<file path="src/inc/mac_pause_ptp_pkg.sv">
package mac_pause_ptp_pkg;

  // widths and slot layout
  localparam int QUANTA_W    = 16;
  localparam int PRIO_N      = 8;
  localparam int SLOT_N      = 9;
  localparam int GLOBAL_SLOT = 8;
  localparam int TIMER_W     = 80;
  localparam int CORR_W      = 64;
  localparam int TRIM_W      = 11;

  // normal clock format fields
  localparam int SEC_LSB = 32;
  localparam int SEC_W   = 48;
  localparam int NS_W    = 32;
  localparam logic [32:0] NS_PER_SEC = 33'h03B9ACA00;

  // transparent clock format fields
  localparam int TC_SIGN   = 63;
  localparam int TC_NS_LSB = 16;
  localparam int TC_NS_W   = 47;
  localparam int TC_FRAC_W = 16;

  // trim fields: whole nanoseconds above three fraction bits
  localparam int TRIM_NS_LSB = 3;
  localparam int TRIM_NS_W   = 8;
  localparam int TRIM_FR_W   = 3;

  // register byte offsets
  localparam logic [31:0] OFF_CTRL      = 32'h0000_0000;
  localparam logic [31:0] OFF_TRIM      = 32'h0000_0004;
  localparam logic [31:0] OFF_INT_STAT  = 32'h0000_0008;
  localparam logic [31:0] OFF_INT_CLEAR = 32'h0000_000C;
  localparam logic [31:0] OFF_INT_EN    = 32'h0000_0010;
  localparam logic [31:0] OFF_PAUSE_REQ = 32'h0000_0014;

  // control bits
  localparam int CTRL_W        = 2;
  localparam int CTRL_ONE_STEP = 0;
  localparam int CTRL_TRANSP   = 1;

  // interrupt bits
  localparam int INT_W          = 5;
  localparam int INT_PAUSE_RX   = 0;
  localparam int INT_PAUSE_DONE = 1;
  localparam int INT_TX_STAMP   = 2;
  localparam int INT_RX_STAMP   = 3;
  localparam int INT_TX_DROP    = 4;

  // reset values
  localparam logic [CTRL_W-1:0] RST_CTRL   = 2'h0;
  localparam logic [TRIM_W-1:0] RST_TRIM   = 11'h000;
  localparam logic [INT_W-1:0]  RST_INT_EN = 5'h00;

  // bus codes
  localparam logic [1:0] HTRANS_NONSEQ = 2'h2;
  localparam logic [2:0] HSIZE_WORD    = 3'h2;

  typedef enum logic [1:0] {
    PTP_NOP      = 2'h0,
    PTP_ONE_STEP = 2'h1,
    PTP_TWO_STEP = 2'h2,
    PTP_RSVD     = 2'h3
  } ptp_op_e;

endpackage

</file>
<file path="src/design/pause_slot.sv">
`timescale 1ns/1ns
// one pause class: held quanta, sticky request and valid pulse
module pause_slot (
  input  wire logic                                  clk,
  input  wire logic                                  rst_n,
  input  wire logic                                  ce,
  input  wire logic                                  capture,
  input  wire logic [mac_pause_ptp_pkg::QUANTA_W-1:0] quantaIn,
  input  wire logic                                  done,
  output logic      [mac_pause_ptp_pkg::QUANTA_W-1:0] quanta,
  output logic                                       req,
  output logic                                       valid
);

  // quanta stay until the next frame for this class
  always_ff @(posedge clk or negedge rst_n)
  begin
    if (!rst_n)
      quanta <= 16'h0000;
    else if (ce && capture)
      quanta <= quantaIn;
  end

  // a new frame in the finishing cycle keeps the request up
  always_ff @(posedge clk or negedge rst_n)
  begin
    if (!rst_n)
      req <= 1'b0;
    else if (ce)
    begin
      if (capture)
        req <= 1'b1;
      else if (done)
        req <= 1'b0;
    end
  end

  // one-cycle mark that quanta are fresh
  always_ff @(posedge clk or negedge rst_n)
  begin
    if (!rst_n)
      valid <= 1'b0;
    else if (ce)
      valid <= capture;
  end

endmodule

</file>
<file path="src/design/ptp_time_adder.sv">
`timescale 1ns/1ns
// registered add of a time offset in normal or transparent format
module ptp_time_adder (
  input  wire logic                                   clk,
  input  wire logic                                   rst_n,
  input  wire logic                                   ce,
  input  wire logic                                   start,
  input  wire logic                                   transparent,
  input  wire logic [mac_pause_ptp_pkg::TIMER_W-1:0]   base,
  input  wire logic [mac_pause_ptp_pkg::TC_NS_W-1:0]   addNs,
  input  wire logic [mac_pause_ptp_pkg::TC_FRAC_W-1:0] addFrac,
  output logic      [mac_pause_ptp_pkg::TIMER_W-1:0]   sum,
  output logic                                        done
);

  function automatic logic [79:0] addTime(input logic [79:0] b, input logic tc,
                                          input logic [46:0] ns, input logic [15:0] fr);
    logic [32:0] nsSum;
    logic [62:0] tcSum;
    nsSum = {1'b0, b[31:0]} + {1'b0, ns[31:0]};
    tcSum = b[62:0] + {ns, fr};
    if (tc)
      addTime = {b[79:64], 1'b0, tcSum};
    else if (nsSum >= mac_pause_ptp_pkg::NS_PER_SEC)
      addTime = {b[79:32] + 48'h0000_0000_0001,
                 32'(nsSum - mac_pause_ptp_pkg::NS_PER_SEC)};
    else
      addTime = {b[79:32], nsSum[31:0]};
  endfunction

  // result and its one-cycle done mark
  always_ff @(posedge clk or negedge rst_n)
  begin
    if (!rst_n)
    begin
      sum  <= '0;
      done <= 1'b0;
    end
    else if (ce)
    begin
      done <= start;
      if (start)
        sum <= addTime(base, transparent, addNs, addFrac);
    end
  end

endmodule

</file>
<file path="src/design/mac_pause_ptp.sv">
`timescale 1ns/1ns
// pause report and timestamp inputs with an AHB-Lite register slave
module mac_pause_ptp (
  input  wire logic                                                  clk,
  input  wire logic                                                  rst_n,
  input  wire logic                                                  ce,
  // register bus
  input  wire logic                                                  hsel,
  input  wire logic [31:0]                                           haddr,
  input  wire logic [1:0]                                            htrans,
  input  wire logic                                                  hwrite,
  input  wire logic [2:0]                                            hsize,
  input  wire logic [31:0]                                           hwdata,
  input  wire logic                                                  hready,
  output logic                                                       hreadyout,
  output logic      [31:0]                                           hrdata,
  output logic                                                       hresp,
  // received pause frames from the parser
  input  wire logic                                                  rxPauseFrame,
  input  wire logic                                                  rxPauseGlobal,
  input  wire logic [mac_pause_ptp_pkg::PRIO_N-1:0]                  rxPauseClassMask,
  input  wire logic [mac_pause_ptp_pkg::PRIO_N-1:0][15:0]            rxPauseQuanta,
  input  wire logic [mac_pause_ptp_pkg::QUANTA_W-1:0]                rxGlobalQuantaIn,
  input  wire logic [mac_pause_ptp_pkg::SLOT_N-1:0]                  pauseDone,
  // pause report to the client
  output logic      [mac_pause_ptp_pkg::SLOT_N-1:0]                  rxPauseReq,
  output logic      [mac_pause_ptp_pkg::SLOT_N-1:0]                  rxPauseValid,
  output logic      [mac_pause_ptp_pkg::PRIO_N-1:0][15:0]            rxPriorityQuantaOut,
  output logic      [mac_pause_ptp_pkg::QUANTA_W-1:0]                rxGlobalQuantaOut,
  // timers and frame starts
  input  wire logic [mac_pause_ptp_pkg::TIMER_W-1:0]                 txSystemTimer,
  input  wire logic [mac_pause_ptp_pkg::TIMER_W-1:0]                 rxSystemTimer,
  input  wire logic                                                  txFrameStart,
  input  wire logic [1:0]                                            txPtpOp,
  input  wire logic [15:0]                                           txPtpTag,
  input  wire logic [mac_pause_ptp_pkg::CORR_W-1:0]                  txCorrection,
  input  wire logic                                                  rxFrameStart,
  // timestamps
  output logic      [mac_pause_ptp_pkg::TIMER_W-1:0]                 txTwoStepStamp,
  output logic      [mac_pause_ptp_pkg::TIMER_W-1:0]                 txOneStepStamp,
  output logic                                                       txStampValid,
  output logic                                                       txStampOneStep,
  output logic      [15:0]                                           txStampTag,
  output logic      [mac_pause_ptp_pkg::TIMER_W-1:0]                 rxStamp,
  output logic                                                       rxStampValid,
  output logic                                                       irq
);

  typedef enum logic [1:0] {TX_IDLE, TX_BASE, TX_TRIM} tx_state_e;

  // read-back mux over the register map
  function automatic logic [31:0] readReg(input logic [31:0] a,
                                          input logic [1:0] c,
                                          input logic [10:0] t,
                                          input logic [4:0] s,
                                          input logic [4:0] e,
                                          input logic [8:0] r);
    readReg = 32'h0000_0000;
    unique case (a)
      mac_pause_ptp_pkg::OFF_CTRL:      readReg = {30'h0000_0000, c};
      mac_pause_ptp_pkg::OFF_TRIM:      readReg = {21'h00_0000, t};
      mac_pause_ptp_pkg::OFF_INT_STAT:  readReg = {27'h000_0000, s};
      mac_pause_ptp_pkg::OFF_INT_EN:    readReg = {27'h000_0000, e};
      mac_pause_ptp_pkg::OFF_PAUSE_REQ: readReg = {23'h00_0000, r};
      default:                          readReg = 32'h0000_0000;
    endcase
  endfunction

  // trim nanoseconds widened to the adder field
  function automatic logic [46:0] trimNs(input logic [10:0] t);
    trimNs = {39'h00_0000_0000, t[10:3]};
  endfunction

  logic                    busPending;
  logic                    busWrite;
  logic [31:0]             busAddr;
  logic                    busAccept;
  logic                    regWrite;
  logic [1:0]              ctrl;
  logic [10:0]             trim;
  logic [4:0]              intStat;
  logic [4:0]              intEn;
  logic [4:0]              intClear;
  logic [4:0]              events;
  logic [8:0]              slotCapture;
  logic [8:0][15:0]        slotQuanta;
  logic [8:0][15:0]        slotQuantaOut;
  tx_state_e               txState;
  logic                    txOpValid;
  logic                    txWantOneStep;
  logic                    baseStart;
  logic                    baseDone;
  logic [46:0]             baseAddNs;
  logic [15:0]             baseAddFrac;
  logic                    trimStart;
  logic                    trimDone;
  logic [15:0]             trimFrac;
  logic                    oneStepEnable;
  logic                    transparentSel;

  assign oneStepEnable  = ctrl[mac_pause_ptp_pkg::CTRL_ONE_STEP];
  assign transparentSel = ctrl[mac_pause_ptp_pkg::CTRL_TRANSP];

  // bus: one wait state per transfer, word accesses only
  assign busAccept = hsel && hready && (htrans == mac_pause_ptp_pkg::HTRANS_NONSEQ)
                     && (hsize == mac_pause_ptp_pkg::HSIZE_WORD);
  assign regWrite  = busPending && busWrite;

  // address phase capture and ready
  always_ff @(posedge clk or negedge rst_n)
  begin
    if (!rst_n)
    begin
      busPending <= 1'b0;
      busWrite   <= 1'b0;
      busAddr    <= 32'h0000_0000;
      hreadyout  <= 1'b1;
    end
    else if (ce)
    begin
      busPending <= busAccept;
      hreadyout  <= !busAccept;
      if (busAccept)
      begin
        busWrite <= hwrite;
        busAddr  <= haddr;
      end
    end
  end

  // read data registered in the data phase
  always_ff @(posedge clk or negedge rst_n)
  begin
    if (!rst_n)
      hrdata <= 32'h0000_0000;
    else if (ce && busPending && !busWrite)
      hrdata <= readReg(busAddr, ctrl, trim, intStat, intEn, rxPauseReq);
  end

  // response is always okay
  always_ff @(posedge clk or negedge rst_n)
  begin
    if (!rst_n)
      hresp <= 1'b0;
    else if (ce)
      hresp <= 1'b0;
  end

  // control register: one-step enable and transparent select
  always_ff @(posedge clk or negedge rst_n)
  begin
    if (!rst_n)
      ctrl <= mac_pause_ptp_pkg::RST_CTRL;
    else if (ce && regWrite && busAddr == mac_pause_ptp_pkg::OFF_CTRL)
      ctrl <= hwdata[1:0];
  end

  // latency trim register
  always_ff @(posedge clk or negedge rst_n)
  begin
    if (!rst_n)
      trim <= mac_pause_ptp_pkg::RST_TRIM;
    else if (ce && regWrite && busAddr == mac_pause_ptp_pkg::OFF_TRIM)
      trim <= hwdata[10:0];
  end

  // interrupt enable register
  always_ff @(posedge clk or negedge rst_n)
  begin
    if (!rst_n)
      intEn <= mac_pause_ptp_pkg::RST_INT_EN;
    else if (ce && regWrite && busAddr == mac_pause_ptp_pkg::OFF_INT_EN)
      intEn <= hwdata[4:0];
  end

  // clear strobes from the write-only clear register
  assign intClear = (regWrite && busAddr == mac_pause_ptp_pkg::OFF_INT_CLEAR)
                    ? hwdata[4:0] : 5'h00;

  // events feeding the sticky status
  always_comb
  begin
    events = 5'h00;
    events[mac_pause_ptp_pkg::INT_PAUSE_RX]   = |slotCapture;
    events[mac_pause_ptp_pkg::INT_PAUSE_DONE] = |(rxPauseReq & pauseDone & ~slotCapture);
    events[mac_pause_ptp_pkg::INT_TX_STAMP]   = txStampValid;
    events[mac_pause_ptp_pkg::INT_RX_STAMP]   = rxStampValid;
    events[mac_pause_ptp_pkg::INT_TX_DROP]    = txFrameStart && txOpValid
                                                && txState != TX_IDLE;
  end

  // sticky status, a new event wins over a clear
  always_ff @(posedge clk or negedge rst_n)
  begin
    if (!rst_n)
      intStat <= 5'h00;
    else if (ce)
      intStat <= (intStat & ~intClear) | events;
  end

  // level interrupt from enabled status bits
  always_ff @(posedge clk or negedge rst_n)
  begin
    if (!rst_n)
      irq <= 1'b0;
    else if (ce)
      irq <= |(((intStat & ~intClear) | events) & intEn);
  end

  // route frames to slots: priority classes by mask, standard to slot eight
  always_comb
  begin
    slotCapture = 9'h000;
    slotQuanta  = '0;
    for (int i = 0; i < mac_pause_ptp_pkg::PRIO_N; i++)
    begin
      slotCapture[i] = rxPauseFrame && !rxPauseGlobal && rxPauseClassMask[i];
      slotQuanta[i]  = rxPauseQuanta[i];
    end
    slotCapture[mac_pause_ptp_pkg::GLOBAL_SLOT] = rxPauseFrame && rxPauseGlobal;
    slotQuanta[mac_pause_ptp_pkg::GLOBAL_SLOT]  = rxGlobalQuantaIn;
  end

  // nine pause slots, one per quanta output
  for (genvar g = 0; g < mac_pause_ptp_pkg::SLOT_N; g++)
  begin : gSlot
    pause_slot uSlot (
      .clk      (clk),
      .rst_n    (rst_n),
      .ce       (ce),
      .capture  (slotCapture[g]),
      .quantaIn (slotQuanta[g]),
      .done     (pauseDone[g]),
      .quanta   (slotQuantaOut[g]),
      .req      (rxPauseReq[g]),
      .valid    (rxPauseValid[g])
    );
  end

  // split the slot quanta onto the nine outputs
  always_comb
  begin
    for (int i = 0; i < mac_pause_ptp_pkg::PRIO_N; i++)
      rxPriorityQuantaOut[i] = slotQuantaOut[i];
    rxGlobalQuantaOut = slotQuantaOut[mac_pause_ptp_pkg::GLOBAL_SLOT];
  end

  // only one-step and two-step requests take a stamp
  assign txOpValid = (txPtpOp == mac_pause_ptp_pkg::PTP_ONE_STEP)
                     || (txPtpOp == mac_pause_ptp_pkg::PTP_TWO_STEP);
  assign baseStart = (txState == TX_IDLE) && txFrameStart && txOpValid;
  assign trimStart = (txState == TX_BASE) && baseDone && txWantOneStep;

  // correction is added only in transparent mode
  assign baseAddNs   = transparentSel ? txCorrection[62:16] : 47'h0000_0000_0000;
  assign baseAddFrac = transparentSel ? txCorrection[15:0] : 16'h0000;
  assign trimFrac    = transparentSel ? {trim[2:0], 13'h0000} : 16'h0000;

  // two-step stamp: timer sampled straight, it is already on this clock
  ptp_time_adder uBase (
    .clk         (clk),
    .rst_n       (rst_n),
    .ce          (ce),
    .start       (baseStart),
    .transparent (transparentSel),
    .base        (txSystemTimer),
    .addNs       (baseAddNs),
    .addFrac     (baseAddFrac),
    .sum         (txTwoStepStamp),
    .done        (baseDone)
  );

  // one-step stamp: two-step stamp plus latency trim
  ptp_time_adder uTrim (
    .clk         (clk),
    .rst_n       (rst_n),
    .ce          (ce),
    .start       (trimStart),
    .transparent (transparentSel),
    .base        (txTwoStepStamp),
    .addNs       (trimNs(trim)),
    .addFrac     (trimFrac),
    .sum         (txOneStepStamp),
    .done        (trimDone)
  );

  // stamp sequencer; requests while busy are dropped and flagged
  always_ff @(posedge clk or negedge rst_n)
  begin
    if (!rst_n)
    begin
      txState       <= TX_IDLE;
      txWantOneStep <= 1'b0;
      txStampTag    <= 16'h0000;
    end
    else if (ce)
    begin
      unique case (txState)
        TX_IDLE:
          if (baseStart)
          begin
            txState       <= TX_BASE;
            txStampTag    <= txPtpTag;
            txWantOneStep <= (txPtpOp == mac_pause_ptp_pkg::PTP_ONE_STEP)
                             && oneStepEnable;
          end
        TX_BASE:
          if (baseDone)
            txState <= txWantOneStep ? TX_TRIM : TX_IDLE;
        TX_TRIM:
          if (trimDone)
            txState <= TX_IDLE;
      endcase
    end
  end

  // completion pulse with the kind of stamp
  always_ff @(posedge clk or negedge rst_n)
  begin
    if (!rst_n)
    begin
      txStampValid   <= 1'b0;
      txStampOneStep <= 1'b0;
    end
    else if (ce)
    begin
      txStampValid   <= (txState == TX_BASE && baseDone && !txWantOneStep)
                        || (txState == TX_TRIM && trimDone);
      txStampOneStep <= (txState == TX_TRIM && trimDone);
    end
  end

  // receive stamp from its own timer, already on this clock
  always_ff @(posedge clk or negedge rst_n)
  begin
    if (!rst_n)
    begin
      rxStamp      <= '0;
      rxStampValid <= 1'b0;
    end
    else if (ce)
    begin
      rxStampValid <= rxFrameStart;
      if (rxFrameStart)
        rxStamp <= rxSystemTimer;
    end
  end

endmodule

</file>
<file path="config.mk">
export PLATFORM = sky130hd
export DESIGN_NAME = mac_pause_ptp
export DESIGN_NICKNAME = d
export VERILOG_FILES = /design/src/inc/mac_pause_ptp_pkg.sv /design/src/design/pause_slot.sv /design/src/design/ptp_time_adder.sv /design/src/design/mac_pause_ptp.sv
export SDC_FILE = /design/constraint.sdc
export NUM_CORES = 1
export LEC_CHECK = 0
export BUFFER_PORTS_ARGS = -buffer_cell sky130_fd_sc_hd__buf_2
export CORE_AREA = 2 2 370 372
export DETAILED_ROUTE_END_ITERATION = 10
export DIE_AREA = 0 0 372 374
export PLACE_DENSITY = 0.51
export SYNTH_ARGS = -nofsm -noshare
export SYNTH_HDL_FRONTEND = slang
export SYNTH_SLANG_ARGS = --single-unit
export TNS_END_PERCENT = 30
</file>
<file path="constraint.sdc">
create_clock -name clk -period 16.6 [get_ports clk]
set_clock_uncertainty 0.2 [all_clocks]
set_input_delay 0.83 -clock clk [delete_from_list [all_inputs] [get_ports clk]]
set_output_delay 0.83 -clock clk [all_outputs]
set_load 0.02 [all_outputs]
</file>
==> out/metrics.yaml <==
cp-end-kind: "flop"
postCtsSetupBuffers: 0
fp.dieArea_sq_mm: 0.139
yosys_warnings: 0
drive_above_1_share_pct: 32.7
core_sq_mm: 0.135
synth_seq_cells: 496
cap_viol_max_count: 0
tns_ns: 0
status: "complete, no violations"
placed_cell_area_sq_mm: 0.0375
grt_max_degree: 157
synth.avg_cell_area_sq_um: 9.32
setup_viol: 0
synth_top_area_share_pct: 39.3
synth_seq_area_share_pct: 39.4
chipWidth_um: 372
swShare_pct: 40.5
ys.flop_type: "dfrtp_1"
post_drt_wl_per_cell_um: 25.1
yosys.area.top_type: "dfrtp_1"
power_frac_clock_pct: 30.5
fin_hold_ws_ns: 0.170
clock_sinks: 496
internal_power_w: 0.00287
synth-edff-count: 0
drt-pass1-iter-count: 6
io_buffers: 893
hold_viol: 0
nets: 4755
worstMarginPinSlew_ns: 1.18
clk_path_buf_depth: 3
antenna_found_initial: 38
place_congestion: 0.948
clk_latency_ns: 0.66
synthTopCellsByArea: "dfrtp_1 39%, mux2_2 9.9%, nand2_1 5.2%"
grt_pass1_wl_mm: 210
clk_pin_slew_ns: 0.06
synth.most_common_cell: "dfrtp_1"
start_kind: "flop"
cts_tree: "built"
synth_area_sq_mm: 0.0315
antenna_left: 0
root_buffer: "clkbuf_16"
grt_usage_pct: 20.9
cts_buffers: 67
ios: 938
postSynthCellCount: 3382
cp_max_fo: 70
finalInstanceArea_sq_mm: 0.0398
htree_levels: 3
drt_iter0_drc: 1930
vias: 29154
finalCritPeriodShare_pct: 45.4
synthDistinctLibCells: 105
power_density_mw_per_mm2: 121
synthToLayoutAreaGrowth_pct: 26.1
slew_viol_final: 0
start_util_pct: 23.4
grt.overflow.total: 0
drc: 0
peakVddDrop_v: 0.0000755
viasPerCell: 4.85
fmax_mhz: 133
min_period_ns: 7.53
critical_path_class: "flop to flop"
grt_pass1_vias: 28179
drt_wl_total_mm: 151
rows: 135
cp.required_ns: 16.91
async_reset_ff_share_pct: 100
max-slew-margin-rel_pct: 21.4
rsz0062_at_grt: "false"
arrival_ns: 7.84
dieHeight_um: 374
hpwl_mm: 121
hold_path_class: "primary input to flop"
power.share.sequential_pct: 36.7
p_comb_share_pct: 32.8
cellLeakagePower_nw: 18.6
synth_common_cells: "495 x dfrtp_1, 439 x nand2_1, 278 x mux2_2, 234 x o21ai_0, 193 x nor2_1"
p_switching_w: 0.00195
-- sequential cells by signal, indices dropped and copies added, names as in the netlist, 2 cells and up --
signal / flops
intEn: 5
gSlot.uSlot.quanta: 144
ctrl: 2
trim: 11
uTrim.sum: 80
txState: 2
busAddr: 32
rxStamp: 80
hrdata: 11
gSlot.uSlot.valid: 9
uBase.sum: 80
gSlot.uSlot.req: 9
txStampTag: 16
intStat: 5
-- worst max-delay path, cell delays in order (launching register included) --
cell and delay [ns]:
dfrtp_4 0.71, buf_4 0.68, buf_4 0.50, and2_1 0.28
ha_1 0.26, ha_1 0.22, a21oi_1 0.08, or3_4 0.42
a22oi_2 0.39, o21ai_1 0.15, a21oi_1 0.17, a31oi_1 0.10
ha_1 0.24, inv_1 0.06, o311ai_0 0.22, a21oi_1 0.34
o211ai_1 0.23, a221oi_4 0.36, a211o_1 0.15, buf_4 0.27
nand3_1 0.65, nor3_1 0.42, xnor2_1 0.15, o21ai_0 0.08
-- final timing paths --
kind | to | depth (start not counted) | slack [ns] | from
setup / recovery | uBase.sum[72]$_DFFE_PN0P_ | 23 | 9.07 | ctrl[1]$_DFFE_PN0P_
hold / removal | txStampTag[15]$_DFFE_PN0P_ | 3 | 0.17 | txPtpTag[15]
setup reg to reg | uBase.sum[72]$_DFFE_PN0P_ | 23 | 9.07 | ctrl[1]$_DFFE_PN0P_
hold reg to reg | hrdata[10]$_DFFE_PN0P_ | 2 | 0.27 | hrdata[10]$_DFFE_PN0P_
max in group asynchronous | uBase.sum[37]$_DFFE_PN0P_ | 5 | 12.67 | rst_n
min in group asynchronous | rxStamp[40]$_DFFE_PN0P_ | 2 | 0.57 | rst_n
-- layout make-up --
| type | count | area, sq um |
|---|---|---|
| well taps | 1781 | 2230 |
| inverters | 73 | 274 |
| clock inverters | 31 | 382 |
| flip-flops and latches | 496 | 12400 |
| multi-input cells | 2602 | 17900 |
| fillers | 14396 | 95200 |
| repair buffers | 928 | 4760 |
| clock buffers | 85 | 1800 |
| diodes | 15 | 37.5 |
-- power groups by stage --
stage               logic (W)  clock network (W)  registers, W
global route          0.00171            0.00156       0.00180
detailed placement    0.00159                  0       0.00178
finish                0.00158            0.00147       0.00177
global placement      0.00158                  0       0.00178
floorplan            0.000732                  0       0.00189
CTS                   0.00159            0.00152       0.00176
-- per-stage QoR --
stage | setup WS, ns | std cells | total power (W) | utilization (%)
after floorplan | 9.98 | 3403 | 0.00263 | -
after global placement | 9.10 | 5879 | 0.00336 | 27.8
after detailed placement | 9.08 | 5879 | 0.00337 | 27.8
after CTS | 9.03 | 5996 | 0.00487 | 29.4
after global routing | 8.51 | 6004 | 0.00508 | 29.4
final | 9.07 | 6011 | 0.00483 | 29.5
-- cell usage in the layout, fill, tap and decap left out, types with 22 or more instances in the layout --
| cell type | netlist | layout |
|---|---|---|
| and2_1 | 68 | 68 |
| dfrtp_1 | 495 | 494 |
| nand2_1 | 439 | 438 |
| nor3_1 | 57 | 56 |
| nand4_1 | 54 | 54 |
| o211ai_1 | 25 | 25 |
| o21ai_0 | 234 | 234 |
| mux2_2 | 278 | 278 |
| a22oi_1 | 35 | 35 |
| and3_1 | 42 | 41 |
| nor2_1 | 193 | 191 |
| xor2_1 | 115 | 115 |
| xnor2_1 | 159 | 159 |
| a211oi_1 | 24 | 24 |
| nand2b_1 | 32 | 32 |
| a21oi_1 | 174 | 174 |
| a21o_1 | 72 | 72 |
| conb_1 | 1 | 22 |
| ha_1 | 102 | 102 |
| buf_2 | 21 | 892 |
| buf_4 | 47 | 33 |
| a31oi_1 | 37 | 36 |
| nand3_1 | 82 | 81 |
| clkbuf_16 | 0 | 67 |
| inv_1 | 73 | 72 |
-- cell families (layout without fill, tap and decap cells) --
group / Yosys count / count (layout) / synth area share (%)
flip-flops: 496 / 496 / 39.4
AND/OR/NAND/NOR: 1079 / 1079 / 16.4
AO/OA/AOI/OAI: 815 / 815 / 16.9
multiplexers: 299 / 299 / 10.7
XOR/XNOR: 278 / 278 / 7.85
other: 1 / 37 / 0.0119
buffers and inverters: 305 / 1117 / 4.39
adder cells (fa/ha/maj): 109 / 109 / 4.37
-- metal layers --
metal  up-vias  GRT usage, %  routed length, um
li1      13621             -                  -
met1     14360          28.0              67400
met2       959          32.5              68200
met3       200          4.53               9820
met4        14          8.06               5190
met5         -             0                 91
-- timing repair --
action,in CTS,in global routing
resized for setup,0,0
hold buffers,1,0
endpoints found under the setup margin,0,0
hold endpoints to repair,77,0
No activity file was read; power rests on OpenSTA's default activity.
